===== src/rtl/ste_ctrl_pkg.sv =====
// constants for the stream entry control slice decoder
package ste_ctrl_pkg;
   localparam int SCRATCH_LO      = 84;
   localparam int SCRATCH_HI      = 87;
   localparam int PIE_BIT         = 88;
   localparam int FWB_BIT         = 89;
   localparam int PART_SRC_BIT    = 90;
   localparam int STALLD_BIT      = 91;
   localparam int TSE_LO          = 92;
   localparam int TSE_HI          = 93;
   localparam int ENTRY_W         = 128;
   localparam logic [1:0] TSE_OFF   = 2'h0;
   localparam logic [1:0] TSE_FULL  = 2'h1;
   localparam logic [1:0] TSE_SPLIT = 2'h2;
   localparam logic [1:0] TSE_CHECK = 2'h3;
   localparam logic [2:0] CFG_ABORT  = 3'h0;
   localparam logic [2:0] CFG_BYPASS = 3'h4;
   localparam logic [2:0] CFG_NESTED = 3'h7;
   localparam logic [1:0] STALL_NONE = 2'h0;
   localparam logic [1:0] STALL_CFG  = 2'h0;
   localparam logic       RST_VALID  = 1'b0;
endpackage


===== src/rtl/ste_ctrl_tse.sv =====
// translation service enable resolution for one entry
`timescale 1ns/1ps
module ste_ctrl_tse
   import ste_ctrl_pkg::*;
(
   // entry fields
   input  wire logic [1:0] tse_raw,
   input  wire logic [2:0] config_val,
   input  wire logic       stage2_stall_bit,
   input  wire logic       secure_entry,
   input  wire logic       world_is_el1,
   // capabilities and control
   input  wire logic       service_cap,
   input  wire logic       no_stage1_service_cap,
   input  wire logic       per_granule_check_cap,
   input  wire logic       translated_traffic_check,
   // results
   output logic [1:0]      tse_eff,
   output logic            tse_illegal,
   output logic            tse_silent
);
   logic ignored;
   logic s2_on;

   always_comb begin
      ignored     = !service_cap || (config_val[1:0] == 2'h0)
                    || secure_entry;
      s2_on       = config_val[2] && config_val[1];
      tse_eff     = TSE_OFF;
      tse_illegal = 1'b0;
      tse_silent  = !ignored ? 1'b0 : (config_val == CFG_ABORT);
      if (!ignored) begin
         unique case (tse_raw)
            TSE_OFF: begin
               tse_eff = TSE_OFF;
            end
            TSE_FULL: begin
               tse_illegal = s2_on && stage2_stall_bit;
               tse_eff     = TSE_FULL;
            end
            TSE_SPLIT: begin
               tse_illegal = (config_val != CFG_NESTED) || stage2_stall_bit
                             || no_stage1_service_cap;
               // check off behaves as disabled
               tse_eff = translated_traffic_check ? TSE_SPLIT
                                                  : TSE_OFF;
            end
            TSE_CHECK: begin
               if (!per_granule_check_cap) begin
                  tse_eff = TSE_OFF;
               end else if (!world_is_el1) begin
                  tse_illegal = 1'b1;
               end else begin
                  tse_illegal = s2_on && stage2_stall_bit;
                  tse_eff = translated_traffic_check ? TSE_CHECK
                                                     : TSE_OFF;
               end
            end
         endcase
      end
   end
endmodule


===== src/rtl/ste_ctrl_decode.sv =====
// stream entry control slice decoder, bits 84 to 93
`timescale 1ns/1ps
// Summary of operation
// software scratch bits 87:84 never affect any output.
// permission indirection allowed only when bit 88 set.
// forced writeback bit 89 selects direct stage 2 memory type.
// forced writeback effective only when stage 2 is performed.
// forced writeback with 32-bit stage 2 format is illegal.
// bit 90 selects descriptor identifiers with remap when stage 1 on.
// without stage 1, entry's own identifiers are used.
// stall disable bit 91 forbids stage 1 stall mode.
// stall disable ignored without stage 1; illegal unless configurable.
// software sets stall disable for stall-unsafe or pcie streams.
// enable 00: requests UR, bad request event; checked traffic aborted.
// enable 01: requests serviced, translated traffic bypasses.
// enable 01 illegal with stage 2 and stage 2 stall bit.
// enable 10: responses give stage 1 output, traffic gets stage 2.
// enable 10 illegal unless nested, no stall, no no-stage1 cap.
// legal enable 10 with check off behaves as 00.
// legal enable 11 is 01 plus per-granule checks.
// enable 11 illegal when capability present and world not EL1.
// enable 11 treated as 00 without capability or check off.
// secure entries always have effective enable 00.
// enable ignored without service or config 1:0 zero; 000 silent.
// requests always checked; translated traffic checked only if check on.
// effective values and illegal flag registered once per lookup.
// after reset no valid output and no illegal flag.
module ste_ctrl_decode
   import ste_ctrl_pkg::*;
(
   // clock and reset
   input  wire logic               clock,
   input  wire logic               rst_n,
   // lookup
   input  wire logic               lookup_valid,
   input  wire logic [ENTRY_W-1:0] stream_table_entry,
   input  wire logic [2:0]         config_val,
   input  wire logic               substream_bypass,
   input  wire logic               stage2_stall_bit,
   input  wire logic               stage2_table_format_sel,
   input  wire logic               secure_entry,
   input  wire logic               world_is_el1,
   // capabilities
   input  wire logic               perm_indirect_cap,
   input  wire logic [1:0]         stall_model_cap,
   input  wire logic               service_cap,
   input  wire logic               no_stage1_service_cap,
   input  wire logic               per_granule_check_cap,
   // global control
   input  wire logic               translated_traffic_check,
   // request kind of this lookup
   input  wire logic               is_trans_request,
   input  wire logic               is_translated_traffic,
   // decoded results
   output logic                    decode_valid,
   output logic                    bad_entry_error,
   output logic                    stage1_perm_indirect_en,
   output logic                    stage2_forced_writeback,
   output logic                    partition_from_descriptor,
   output logic                    stage1_stall_disable,
   output logic [1:0]              translation_service_enable,
   output logic                    request_unsupported,
   output logic                    bad_request_event,
   output logic                    traffic_abort,
   output logic                    forbidden_translation_event,
   output logic                    traffic_bypass
);
   // ------------------------------------------------------------
   // combinational decode
   // ------------------------------------------------------------
   logic [1:0] tse_eff;
   logic       tse_illegal;
   logic       tse_silent;
   logic       s1_on;
   logic       s2_on;
   logic       fwb_eff;
   logic       pie_eff;
   logic       part_eff;
   logic       stalld_eff;
   logic       illegal_c;
   logic       req_ur_c;
   logic       bad_req_c;
   logic       abort_c;
   logic       forbid_c;
   logic       bypass_c;
   logic       tse_live;

   ste_ctrl_tse u_tse (
      .tse_raw                  (stream_table_entry[TSE_HI:TSE_LO]),
      .config_val               (config_val),
      .stage2_stall_bit         (stage2_stall_bit),
      .secure_entry             (secure_entry),
      .world_is_el1             (world_is_el1),
      .service_cap              (service_cap),
      .no_stage1_service_cap    (no_stage1_service_cap),
      .per_granule_check_cap    (per_granule_check_cap),
      .translated_traffic_check (translated_traffic_check),
      .tse_eff                  (tse_eff),
      .tse_illegal              (tse_illegal),
      .tse_silent               (tse_silent)
   );

   // scratch bits 87:84 are never read here
   always_comb begin
      s1_on      = config_val[2] && config_val[0] && !substream_bypass;
      s2_on      = config_val[2] && config_val[1];
      // enable field not ignored, only read by the checks
      tse_live   = service_cap && !secure_entry
                   && (config_val[1:0] != 2'h0);
      fwb_eff    = s2_on && stream_table_entry[FWB_BIT];
      pie_eff    = perm_indirect_cap && s1_on
                   && stream_table_entry[PIE_BIT];
      part_eff   = s1_on && stream_table_entry[PART_SRC_BIT];
      stalld_eff = s1_on && stream_table_entry[STALLD_BIT];
      illegal_c  = tse_illegal
                   || (fwb_eff && !stage2_table_format_sel)
                   || (stalld_eff
                       && (stall_model_cap != STALL_NONE));
      // requests always check the effective value
      req_ur_c   = is_trans_request && (tse_eff == TSE_OFF);
      bad_req_c  = req_ur_c && !tse_silent;
      abort_c    = is_translated_traffic && translated_traffic_check
                   && (tse_eff == TSE_OFF);
      forbid_c   = abort_c && !tse_silent;
      // split traffic takes stage 2 here, so it never bypasses
      bypass_c   = is_translated_traffic && !abort_c
                   && (tse_eff != TSE_SPLIT);
   end

   // ------------------------------------------------------------
   // result registers, one update per lookup
   // ------------------------------------------------------------
   logic       valid_reg,  valid_next;
   logic       illegal_reg, illegal_next;
   logic [3:0] flags_reg,  flags_next;
   logic [1:0] tse_reg,    tse_next;
   logic [4:0] ev_reg,     ev_next;

   always_comb begin
      valid_next   = lookup_valid;
      illegal_next = illegal_reg;
      flags_next   = flags_reg;
      tse_next     = tse_reg;
      ev_next      = 5'h00;
      if (lookup_valid) begin
         illegal_next = illegal_c;
         flags_next   = {pie_eff, fwb_eff, part_eff, stalld_eff};
         tse_next     = tse_eff;
         // illegal entry reports only the bad entry error
         if (!illegal_c) begin
            ev_next = {req_ur_c, bad_req_c, abort_c, forbid_c, bypass_c};
         end
      end
   end

   always_ff @(posedge clock or negedge rst_n) begin
      if (!rst_n) begin
         valid_reg   <= RST_VALID;
         illegal_reg <= 1'b0;
         flags_reg   <= 4'h0;
         tse_reg     <= 2'h0;
         ev_reg      <= 5'h00;
      end else begin
         valid_reg   <= valid_next;
         illegal_reg <= illegal_next;
         flags_reg   <= flags_next;
         tse_reg     <= tse_next;
         ev_reg      <= ev_next;
      end
   end

   assign decode_valid                = valid_reg;
   assign bad_entry_error             = valid_reg && illegal_reg;
   assign stage1_perm_indirect_en     = flags_reg[3];
   assign stage2_forced_writeback     = flags_reg[2];
   assign partition_from_descriptor   = flags_reg[1];
   assign stage1_stall_disable        = flags_reg[0];
   assign translation_service_enable  = tse_reg;
   assign request_unsupported         = ev_reg[4];
   assign bad_request_event           = ev_reg[3];
   assign traffic_abort               = ev_reg[2];
   assign forbidden_translation_event = ev_reg[1];
   assign traffic_bypass              = ev_reg[0];

   // ------------------------------------------------------------
   // checks
   // ------------------------------------------------------------
   property p_reset_quiet;
      @(posedge clock) $rose(rst_n) |-> !decode_valid && !bad_entry_error;
   endproperty
   a_reset_quiet: assert property (p_reset_quiet)
      else $error("output active after reset");

   property p_one_lookup;
      @(posedge clock) disable iff (!rst_n)
         lookup_valid |=> decode_valid;
   endproperty
   a_one_lookup: assert property (p_one_lookup)
      else $error("lookup not registered");

   property p_fwb_needs_s2;
      @(posedge clock) disable iff (!rst_n)
         lookup_valid && !s2_on |=> !stage2_forced_writeback;
   endproperty
   a_fwb_needs_s2: assert property (p_fwb_needs_s2)
      else $error("forced writeback without stage 2");

   property p_fwb_format;
      @(posedge clock) disable iff (!rst_n)
         lookup_valid && s2_on && stream_table_entry[FWB_BIT]
         && !stage2_table_format_sel |=> bad_entry_error;
   endproperty
   a_fwb_format: assert property (p_fwb_format)
      else $error("forced writeback format not illegal");

   property p_part_src;
      @(posedge clock) disable iff (!rst_n)
         lookup_valid && !s1_on |=> !partition_from_descriptor;
   endproperty
   a_part_src: assert property (p_part_src)
      else $error("partition source used without stage 1");

   property p_stalld_illegal;
      @(posedge clock) disable iff (!rst_n)
         lookup_valid && s1_on && stream_table_entry[STALLD_BIT]
         && stall_model_cap != STALL_NONE |=> bad_entry_error;
   endproperty
   a_stalld_illegal: assert property (p_stalld_illegal)
      else $error("stall disable not illegal");

   property p_secure_off;
      @(posedge clock) disable iff (!rst_n)
         lookup_valid && secure_entry
         |=> translation_service_enable == TSE_OFF;
   endproperty
   a_secure_off: assert property (p_secure_off)
      else $error("secure entry enable not zero");

   property p_check_off_bypass;
      @(posedge clock) disable iff (!rst_n)
         lookup_valid && !translated_traffic_check && is_translated_traffic
         && !illegal_c |=> traffic_bypass && !traffic_abort;
   endproperty
   a_check_off_bypass: assert property (p_check_off_bypass)
      else $error("traffic not bypassed with check off");

   property p_split_needs_nested;
      @(posedge clock) disable iff (!rst_n)
         lookup_valid && service_cap && !secure_entry
         && config_val[1:0] != 2'h0
         && stream_table_entry[TSE_HI:TSE_LO] == TSE_SPLIT
         && config_val != CFG_NESTED |=> bad_entry_error;
   endproperty
   a_split_needs_nested: assert property (p_split_needs_nested)
      else $error("split enable not illegal");

   property p_req_ur;
      @(posedge clock) disable iff (!rst_n)
         lookup_valid && is_trans_request && tse_eff == TSE_OFF
         && !illegal_c |=> request_unsupported;
   endproperty
   a_req_ur: assert property (p_req_ur)
      else $error("request not refused");

   property p_full_stall;
      @(posedge clock) disable iff (!rst_n)
         lookup_valid && tse_live && s2_on && stage2_stall_bit
         && stream_table_entry[TSE_HI:TSE_LO] == TSE_FULL
         |=> bad_entry_error;
   endproperty
   a_full_stall: assert property (p_full_stall)
      else $error("full enable with stage 2 stall not illegal");

   property p_world_el1;
      @(posedge clock) disable iff (!rst_n)
         lookup_valid && tse_live && per_granule_check_cap && !world_is_el1
         && stream_table_entry[TSE_HI:TSE_LO] == TSE_CHECK
         |=> bad_entry_error;
   endproperty
   a_world_el1: assert property (p_world_el1)
      else $error("checked enable outside el1 not illegal");

   property p_check_no_cap;
      @(posedge clock) disable iff (!rst_n)
         lookup_valid && tse_live && !per_granule_check_cap
         && stream_table_entry[TSE_HI:TSE_LO] == TSE_CHECK
         |=> translation_service_enable == TSE_OFF;
   endproperty
   a_check_no_cap: assert property (p_check_no_cap)
      else $error("checked enable without capability not zero");

   property p_split_check_off;
      @(posedge clock) disable iff (!rst_n)
         lookup_valid && !translated_traffic_check
         && stream_table_entry[TSE_HI:TSE_LO] == TSE_SPLIT
         |=> translation_service_enable == TSE_OFF;
   endproperty
   a_split_check_off: assert property (p_split_check_off)
      else $error("split enable with check off not zero");

   property p_split_no_bypass;
      @(posedge clock) disable iff (!rst_n)
         lookup_valid && is_translated_traffic && tse_eff == TSE_SPLIT
         |=> !traffic_bypass;
   endproperty
   a_split_no_bypass: assert property (p_split_no_bypass)
      else $error("split traffic bypassed");

   property p_pie_off;
      @(posedge clock) disable iff (!rst_n)
         lookup_valid && !stream_table_entry[PIE_BIT]
         |=> !stage1_perm_indirect_en;
   endproperty
   a_pie_off: assert property (p_pie_off)
      else $error("permission indirection enabled with bit clear");

   property p_silent_abort;
      @(posedge clock) disable iff (!rst_n)
         lookup_valid && config_val == CFG_ABORT
         |=> !bad_request_event && !forbidden_translation_event;
   endproperty
   a_silent_abort: assert property (p_silent_abort)
      else $error("event recorded for aborting config");
endmodule


===== config.mk =====
export PLATFORM = sky130hd
export DESIGN_NAME = ste_ctrl_decode
export DESIGN_NICKNAME = d
export VERILOG_FILES = /design/src/rtl/ste_ctrl_pkg.sv /design/src/rtl/ste_ctrl_tse.sv /design/src/rtl/ste_ctrl_decode.sv
export SDC_FILE = /design/constraint.sdc
export NUM_CORES = 1
export LEC_CHECK = 0
export CAP_MARGIN = 20
export CELL_PAD_IN_SITES_DETAIL_PLACEMENT = 0
export CELL_PAD_IN_SITES_GLOBAL_PLACEMENT = 1
export CORE_AREA = 2 2 63 65
export DETAILED_ROUTE_END_ITERATION = 7
export DIE_AREA = 0 0 65 67
export DONT_BUFFER_PORTS = 1
export PLACE_DENSITY_LB_ADDON = 0.1
export SLEW_MARGIN = 0
export SYNTH_ARGS = -nofsm -noshare
export SYNTH_HDL_FRONTEND = slang
export SYNTH_SLANG_ARGS = --single-unit
export TNS_END_PERCENT = 20

===== constraint.sdc =====
create_clock -name clock -period 0.9 [get_ports clock]
set_clock_uncertainty 0.15 [all_clocks]
set_input_delay 0.18 -clock clock [delete_from_list [all_inputs] [get_ports clock]]
set_output_delay 0.18 -clock clock [all_outputs]
set_load 0.02 [all_outputs]

# == After elaboration in Yosys (flattened, before gate mapping) ==
# Index checks and enable logic that the tools add are counted.
# classes
reduce_logical,35
n_mux,13
eq_ne,5
# op_table
operator,count
$logic_and 1x1->1,19
$mux 2,5
$mux 5,2
$pmux 2 s4,1
$logic_not 2->1,3
$logic_or 1x1->1,6
$logic_not 1->1,5
$eq 2x2->1 const B,2
$mux 1,4
$logic_not 3->1,1
$ne 3x3->1 const B,1
$pmux 1 s3,1
$eq 2x1->1 const B,1
$ne 2x2->1 const B,1
$reduce_bool 2->1,1
# totals
word_cells,58
register_bits,13

# == Depth between registers and ports, before layout ==
# Gate-level depths: netlist (run 1).
# depth
depth_word,12
ltp_mapped,4
depth_no_buf,4

# == Hierarchy ==
# A second synthesis (run 1) with hierarchy kept.
# unflattened
hier_cells,62
hier_area_um2,648.1
# by_module_without_submodules
module,instances,area_per_inst_um2,seq_area_each_um2,cells_each
ste_ctrl_decode,1,545.5,325.3,46
ste_ctrl_tse,1,102.6,0.0,16

# == Worst setup path before layout (run 1) ==
# Ideal clock, no wire load.
# synth_path
kind,input-to-reg
startpoint,input secure_entry
endpoint,register ev_reg[2]
required_time_ns,0.615
arrival_time_ns,0.923
setup_ns,0.135
path_buffers,0
setup_slack_ns,-0.309
stages,4
cell_sequence,nand2b_1 or2_4 o31ai_1 nor3_1
# synth_between
elab_chain_len,6
elab_cells_between_ends,9
cone_classes,mux (4); reduce/logical (5)
# synth_lines
item,line_no,source
"start, declared",ste_ctrl_decode.sv:41,"input wire logic secure_entry,"
$logic_or 1x1->1 (*),ste_ctrl_tse.sv:27,|| secure_entry;
$mux 2 or $mux 1 (tied branches),ste_ctrl_tse.sv:32,if (!ignored) begin
$logic_not 2->1 or $logic_or 1x1->1 (tied branches),"ste_ctrl_decode.sv:123, ste_ctrl_decode.sv:116",
$logic_and 1x1->1 or $logic_or 1x1->1 (tied branches),"ste_ctrl_decode.sv:123, ste_ctrl_decode.sv:117",
$mux 5 (*),ste_ctrl_decode.sv:150,if (!illegal_c) begin
$mux 5 (*),ste_ctrl_decode.sv:145,if (lookup_valid) begin
via ev_next[2],ste_ctrl_decode.sv:137,"logic [4:0] ev_reg, ev_next;"
"end signal, assigned",ste_ctrl_decode.sv:168,ev_reg <= ev_next;
"end, declared",ste_ctrl_decode.sv:137,
# The timed path passes the listed nets; every way through them passes the cells marked *.
# A chain may end at the register's enable or synchronous reset.

# == Worst setup path in the final report (run 1) ==
# layout_path
startpoint,"register valid_reg, in the netlist decode_valid"
endpoint,output bad_entry_error
# layout_between
elab_chain_len,1
# layout_lines
item,line_no,source
"start, declared",ste_ctrl_decode.sv:133,"logic valid_reg, valid_next;"
"start signal, assigned",ste_ctrl_decode.sv:164,valid_reg <= valid_next;
$logic_and 1x1->1,ste_ctrl_decode.sv:173,assign bad_entry_error = valid_reg && illegal_reg;
"end, declared",ste_ctrl_decode.sv:56,"output logic bad_entry_error,"
# Every way passes these cells.

==> results of run 1 <==
## Yosys cell counts, types with 2 or more instances
library cell	instances
inv_1	6
nand4b_1	2
nor3_1	6
o21ai_0	4
or2_2	2
dfrtp_1	13
nand2_1	3
nand3_1	3
o211ai_1	3
nor2_1	4
## layout by cell type, fill, tap and decap left out, types with 2 or more instances in the layout
cell type and n:
nand4b_1 2, buf_4 12, buf_12 2, clkbuf_8 3, inv_1 5, dfrtp_1 11
nand3_1 3, o211ai_1 3, nand2_1 3, dfrtp_2 2, nor3_1 3, or2_4 2
buf_6 4, o21ai_1 3, nor2_1 4, nor3_2 4
## worst paths after layout
path	to	depth (start not counted)
max in group asynchronous	ev_reg[2]$_DFF_PN0_	1
min in group asynchronous	translation_service_enable[0]$_DFFE_PN0P_	1
worst min register to register	translation_service_enable[1]$_DFFE_PN0P_	1
worst max-delay path	bad_entry_error	1
worst max register to register	flags_reg[2]$_DFFE_PN0P_	4
worst min-delay path	decode_valid$_DFF_PN0_	0
## metrics by stage
step	power (mW)	worst slack [ns]	std cells
6_report	1.40	-0.221	137
5_1_grt	1.47	-0.252	137
4_1_cts	1.42	-0.230	135
3_5_place_dp	0.843	-0.332	127
3_3_place_gp	0.845	-0.333	127
2_1_floorplan	0.773	-0.221	67
## logic make-up after synthesis
kind of cell,Yosys count,synth area share
buffers and inverters,7,0.0407
and+or+nand+nor,29,0.246
DFF,13,0.481
muxes,1,0.0167
AOI/OAI and AO/OA,17,0.215
## layout make-up
type	count	area [um2]	area share
well taps	48	60.1	0.0593
flip-flops and latches	13	328	0.323
repair buffers	19	188	0.185
clock buffers	4	45.0	0.0444
inverters	6	22.5	0.0222
multi-input cells	47	370	0.365
## where the power goes
part	internal [mW]	total [mW]	switching, mW
clock	0.312	0.518	0.206
combinational	0.124	0.231	0.107
sequential	0.613	0.646	0.0329
## layer usage
metal / vias to the layer above / wire, um / GRT usage
met4: 0 / 0 / 0.0559
met5: - / 0 / 0
li1: 288 / - / -
met2: 28 / 912 / 0.140
met3: 0 / 224 / 0.0473
met1: 281 / 894 / 0.128
## what timing repair did
item	4_1_cts	5_1_grt
setup endpoints to repair	20	36
gates resized for setup	11	5
endpoints found under the hold margin	22	20
pin swaps	3	2
buffers inserted	3	2
==> flow_summary.ini, run 1 <==
[status]
status = finished with violations
violations = hold timing, setup timing

[yosys]
synthDistinctLibCells = 31
synth_area_leader_cell = dfrtp_1
synth_area_leaders = dfrtp_1 (48%), nor3_1 (4.4%), inv_1 (3.3%)
syn_area_per_cell_um2 = 10.1
synth_edf_count = 0
synthArstFlopShare = 1.00
yosysTopAreaCellShare = 0.481
ys_warn_count = 0
synth_area_um2 = 676
synth_cells = 67
ys_seq_elements = 13
ys_seq_area_frac = 0.481
synth_ff_type = dfrtp_1
mappedNetlistNets = 215

[setup_path]
cp_slowest_cell = dfrtp_1
cpPeakStageDelay_ns = 0.37
startpoint = decode_valid$_DFF_PN0_
critPathRequiredTime_ns = 0.57
worstPathCellList = and2_4
cp-start-kind = flop
path_class = reg -> out
cp_top_family = flip-flops
path_max_fanout = 2
endpoint_kind = primary output
arrival_ns = 0.79
r2r_start = flags_reg[2]$_DFFE_PN0P_
critPathBufInv = 0
rrSetupSlack_ns = -0.12

[final_layout]
syn2layout_area_growth_pct = 50.0
final_util = 0.281
antenna_cells = 0
largest_reg_flops = 5
fillers = 400
drive_gt1_frac = 0.461
nets = 238
fin_area_um2 = 1010

[timing]
timing.final.crit_period_ns = 1.12
hold_violations = 21
setup_slack_ns = -0.221
finalMaxSlewViolations = 0
whs_ns = -0.183
max_slew_margin = 0.593
fin_setup_tns_ns = -2.63
tightest_slew_ns = 0.610
setup_viol = 22
fmax_ghz = 0.892
rsz0062_at_grt = yes
period_share = 1.25

[pwr]
p_per_area_nw_per_um2 = 1380
p_leak_nw = 0.451
ir_worst_vdd_mv = 0.361

[clocking]
cts_buffer_depth = 2
htree_levels = 1
clock_latency_ns = 0.24
cts_tree = done
clk_pin_slew_ns = 0.05
clock_sinks = 13
ctsHoldBuffers = 1
cts_inserted_buffers = 3
cts_root_buf = clkbuf_8

[detailed_routing]
drc = 0
drt-total-wl_mm = 2.03
wl_per_cell_um = 14.8
avgViaCountPerCell = 4.36
first_pass_iters = 2
ant_nets = 0
drt_first_iter_violations = 4
vias = 597

[global_route]
first_global_vias = 622
grt_max_degree = 14
grt_usage = 0.101
grt_pass1_wl_mm = 3.19
gr-total-overflow = 0
antenna_found_initial = 0

[floorplanning]
core_um2 = 3610
die_area_um2 = 4360
start_util = 0.187
die_h_um = 67
die_x_um = 65
rows = 22
ios = 161

[worst_hold_path]
hold_path_class = in -> reg
min_from = lookup_valid

[placement]
dp_hpwl_mm = 1.65
numPortBuffers = 0
dpl_cell_area_um2 = 881
gp_congestion = 0.734

[run]
cap_violations = 0
Power figures use the tool's default switching activity.
==> inputs of run 2 (changes only) <==
--- a/config.mk
+++ b/config.mk
@@ -8,9 +8,9 @@
 export CAP_MARGIN = 20
 export CELL_PAD_IN_SITES_DETAIL_PLACEMENT = 0
 export CELL_PAD_IN_SITES_GLOBAL_PLACEMENT = 1
-export CORE_AREA = 2 2 63 65
+export CORE_AREA = 2 2 62 64
 export DETAILED_ROUTE_END_ITERATION = 7
-export DIE_AREA = 0 0 65 67
+export DIE_AREA = 0 0 64 66
 export DONT_BUFFER_PORTS = 1
 export PLACE_DENSITY_LB_ADDON = 0.1
 export SLEW_MARGIN = 0
==> constraint.sdc (replaced) <==
create_clock -name clock -period 1.3 [get_ports clock]
set_clock_uncertainty 0.15 [all_clocks]
set_input_delay 0.26 -clock clock [delete_from_list [all_inputs] [get_ports clock]]
set_output_delay 0.26 -clock clock [all_outputs]
set_load 0.02 [all_outputs]
==> run 2 against run 1 <==
The flow finishes with violations (hold timing). Sequential share of layout area increased by 8.2 points. Flip-flop and latch count unchanged. Via count decreased by 8.5%. Die area decreased by 3.0%. Highest routed layer is now met4.
==> flow_summary.ini, run 2 (synthesis gave the netlist of run 1 again) <==
[status]
status = finished with violations
violations = hold timing

[detailed_routing]
first_pass_iters = 3
wl_per_cell_um = 15.7
vias = 546
drt-total-wl_mm = 1.93
drc = 0
ant_nets = 0
avgViaCountPerCell = 4.44
drt_first_iter_violations = 12

[final_layout]
drive_gt1_frac = 0.227
antenna_cells = 0
largest_reg_flops = 5
syn2layout_area_growth_pct = 18.7
final_util = 0.226
final_common_cell = dfrtp_1
final_cell_mix = dfrtp_1 (13), inv_1 (6), nor3_1 (6)
nets = 224

[setup_path]
r2r_start = translation_service_enable[0]$_DFFE_PN0P_
arrival_ns = 0.85
reg2reg_depth = 1
crit_path_end = bad_entry_error
path_max_fanout = 2
cp-start-kind = flop
critPathBufInv = 0
cpPeakStageDelay_ns = 0.39
cp_top_family = flip-flops
path_class = reg -> out
critPathRequiredTime_ns = 0.89
rrSetupSlack_ns = 0.28
startpoint = illegal_reg$_DFFE_PN0P_
r2r_end = translation_service_enable[0]$_DFFE_PN0P_
cp_slowest_cell = dfrtp_1
worst-path-stages = 1
endpoint_kind = primary output
worstPathCellList = and2_4

[clocking]
htree_levels = 1
cts_buffer_depth = 2
clock_sinks = 13
ctsHoldBuffers = 2
cts_inserted_buffers = 3
cts_root_buf = clkbuf_4
cts_tree = done
clock_latency_ns = 0.28
clk_pin_slew_ns = 0.09

[pwr]
p_sw_mw = 0.224
p_seq_frac = 0.555
p_per_area_nw_per_um2 = 1010
clockPowerShare = 0.318
p_sw_frac = 0.275
p_leak_nw = 0.338
power_frac_comb = 0.126
ir_worst_vdd_mv = 0.168
cell_internal_pwr_mw = 0.590

[timing]
fmax_ghz = 0.795
setup_viol = 0
hold_violations = 6
period_share = 0.968
rsz0062_at_grt = no
whs_ns = -0.149
timing.final.crit_period_ns = 1.26
max_slew_margin = 0.584
finalMaxSlewViolations = 0
tightest_slew_ns = 0.623

[floorplanning]
rows = 22
die_x_um = 64
ios = 161
start_util = 0.190
die_h_um = 66
die_area_um2 = 4220
core_um2 = 3550

[placement]
numPortBuffers = 0
gp_congestion = 0.701
dp_hpwl_mm = 1.56

[run]
cap_violations = 0

[global_route]
grt_usage = 0.102
grt_pass1_wl_mm = 3.16
first_global_vias = 618
antenna_found_initial = 0
gr-total-overflow = 0
grt_max_degree = 14

[worst_hold_path]
hold_path_class = in -> reg
==> run 2: power by group through the flow <==
| stage | registers (mW) | clock network, mW | logic, mW |
|---|---|---|---|
| floorplan | 0.458 | 0 | 0.0689 |
| global placement | 0.461 | 0 | 0.0846 |
| detailed placement | 0.461 | 0 | 0.0846 |
| CTS | 0.453 | 0.277 | 0.101 |
| global route | 0.455 | 0.294 | 0.115 |
| finish | 0.452 | 0.259 | 0.103 |
==> run 2: repair_timing <==
item                                   CTS  global route
buffers inserted                         0             1
pin swaps                                0             1
gates cloned                             0             0
setup endpoints to repair                1             1
resized for setup                        2             0
endpoints found under the hold margin   20             6
==> run 2: metrics by stage <==
step,setup WS [ns],instance area [um2],std cells,TNS (ns),total power [mW]
floorplan,0.0114,676,67,0,0.527
global placement,-0.0865,746,116,-0.151,0.545
detailed placement,-0.0901,746,116,-0.173,0.545
CTS,0.0316,795,122,0,0.831
global route,0.00319,802,123,0,0.865
finish,0.0414,802,123,0,0.814
==> run 2: per-layer routing <==
layer	vias up	wire length, um	track usage
met4	0	27	0.0571
met5	-	0	0
met1	251	828	0.125
li1	262	-	-
met3	2	285	0.0562
met2	31	785	0.139
==> run 2: area by class of cell <==
| cell class | count | area, um2 |
|---|---|---|
| Inverter | 6 | 22.5 |
| Sequential cell | 13 | 325 |
| Timing Repair Buffer | 5 | 42.5 |
| Tap cell | 48 | 60.1 |
| Fill cell | 409 | 2750 |
| Multi-Input combinational cell | 47 | 325 |
| Clock buffer | 4 | 26.3 |
==> run 2: worst min-delay path by stage <==
stage	start	to	slack, ns	cells after the start
finish	lookup_valid	decode_valid$_DFF_PN0_	-0.15	0
global route	lookup_valid	decode_valid$_DFF_PN0_	-0.17	0
CTS	lookup_valid	decode_valid$_DFF_PN0_	-0.16	0
detailed placement	rst_n	ev_reg[1]$_DFF_PN0_	-0.19	0
global placement	rst_n	ev_reg[1]$_DFF_PN0_	-0.19	0
floorplan	rst_n	decode_valid$_DFF_PN0_	-0.19	0
==> inputs of run 3 (changes only) <==
==> constraint.sdc (replaced) <==
create_clock -name clock -period 1.3 [get_ports clock]
set_clock_uncertainty 0.15 [all_clocks]
set_input_delay 0.195 -clock clock [delete_from_list [all_inputs] [get_ports clock]]
set_output_delay 0.195 -clock clock [all_outputs]
set_load 0.02 [all_outputs]
==> run 3 against run 2 <==
Largest cell class unchanged. Sequential share of layout area is 0.50 points lower. First-iteration DRC count shrank 8.3%. Highest routed layer unchanged. Clock power barely moved. Flip-flop and latch count unchanged. Combinational power decreased by 4%. The run still ends with hold timing left.
==> flow_summary.ini, run 3 (synthesis gave the netlist of run 1 again) <==
[setup_path]
cp_slowest_cell = dfrtp_1
arrival_ns = 0.88
critPathBufInv = 0
cpPeakStageDelay_ns = 0.38
r2r_start = translation_service_enable[0]$_DFFE_PN0P_
worstPathCellList = and2_1
cp_top_family = flip-flops
cp-start-kind = flop
startpoint = decode_valid$_DFF_PN0_
endpoint_kind = primary output
rrSetupSlack_ns = 0.28
critPathRequiredTime_ns = 0.95
path_class = reg -> out
reg2reg_depth = 1
path_max_fanout = 2
worst-path-stages = 1

[floorplanning]
core_um2 = 3550
die_x_um = 64
ios = 161
die_area_um2 = 4220
die_h_um = 66
rows = 22
start_util = 0.190

[placement]
dpl_cell_area_um2 = 746
dp_hpwl_mm = 1.56
gp_congestion = 0.701
place_ws_ns = -0.0251
numPortBuffers = 0

[detailed_routing]
drt_first_iter_violations = 11
drt-total-wl_mm = 1.93
wl_per_cell_um = 15.6
avgViaCountPerCell = 4.41
ant_nets = 0
first_pass_iters = 4
vias = 547
drc = 0

[final_layout]
final_cell_mix = dfrtp_1 (13), inv_1 (6), nor3_1 (6)
syn2layout_area_growth_pct = 20.2
antenna_cells = 0
largest_reg_flops = 5
nets = 225
fillers = 410
fin_area_um2 = 812
drive_gt1_frac = 0.197
final_util = 0.229
final_common_cell = dfrtp_1

[pwr]
p_per_area_nw_per_um2 = 997
p_sw_frac = 0.275
power_frac_comb = 0.123
p_sw_mw = 0.223
cell_internal_pwr_mw = 0.587
p_leak_nw = 0.335
ir_worst_vdd_mv = 0.166
clockPowerShare = 0.319
p_seq_frac = 0.558

[clocking]
htree_levels = 1
clock_sinks = 13
clock_latency_ns = 0.28
cts_resized = 0
ctsHoldBuffers = 4
clk_pin_slew_ns = 0.09
post-cts-setup-buffer-count = 0
cts_buffer_depth = 2
cts_tree = done
cts_inserted_buffers = 3
cts_root_buf = clkbuf_4

[timing]
hold_violations = 8
whs_ns = -0.214
timing.final.crit_period_ns = 1.22
tightest_slew_ns = 0.635
max_slew_margin = 0.575
setup_viol = 0
period_share = 0.942
setup_slack_ns = 0.0755
finalMaxSlewViolations = 0
fmax_ghz = 0.817
rsz0062_at_grt = no

[run]
cap_violations = 0

[status]
violations = hold timing
status = finished with violations

[global_route]
gr-total-overflow = 0
grt_usage = 0.102
grt_max_degree = 14
antenna_found_initial = 0
grt_pass1_wl_mm = 3.17
first_global_vias = 626

[worst_hold_path]
hold_path_class = in -> reg
hold_path_depth = 0
min_from = lookup_valid
run 3: power by group through the flow:
stage / combinational, mW / clock (mW) / sequential, mW
4_1_cts: 0.102 / 0.277 / 0.453
3_5_place_dp: 0.0846 / 0 / 0.461
2_1_floorplan: 0.0689 / 0 / 0.458
5_1_grt: 0.111 / 0.291 / 0.455
6_report: 0.0993 / 0.259 / 0.452
3_3_place_gp: 0.0846 / 0 / 0.461
run 3: final timing paths:
path | end
max | bad_entry_error
min | decode_valid$_DFF_PN0_
max reg2reg | translation_service_enable[0]$_DFFE_PN0P_
min reg2reg | illegal_reg$_DFFE_PN0P_
max in group asynchronous | ev_reg[3]$_DFF_PN0_
min in group asynchronous | translation_service_enable[1]$_DFFE_PN0P_
run 3: layout make-up:
cell class / instances / area (um2) / area share
multi-input combinational: 47 / 323 / 0.398
clock buffer: 4 / 26.3 / 0.0324
timing repair buffer: 6 / 55.1 / 0.0678
sequential: 13 / 325 / 0.401
tap: 48 / 60.1 / 0.0740
inverter: 6 / 22.5 / 0.0277
run 3: through the flow:
stage          instances  setup TNS, ns  total power, mW
2_1_floorplan         67              0            0.527
3_3_place_gp         116        -0.0215            0.545
3_5_place_dp         116        -0.0312            0.545
4_1_cts              124              0            0.832
5_1_grt              124              0            0.858
6_report             124              0            0.810
run 3: metal layers:
metal / track usage / routed length, um
met5: 0 / 0
met1: 0.124 / 827
met4: 0.0571 / 27
met3: 0.0562 / 286
met2: 0.141 / 791
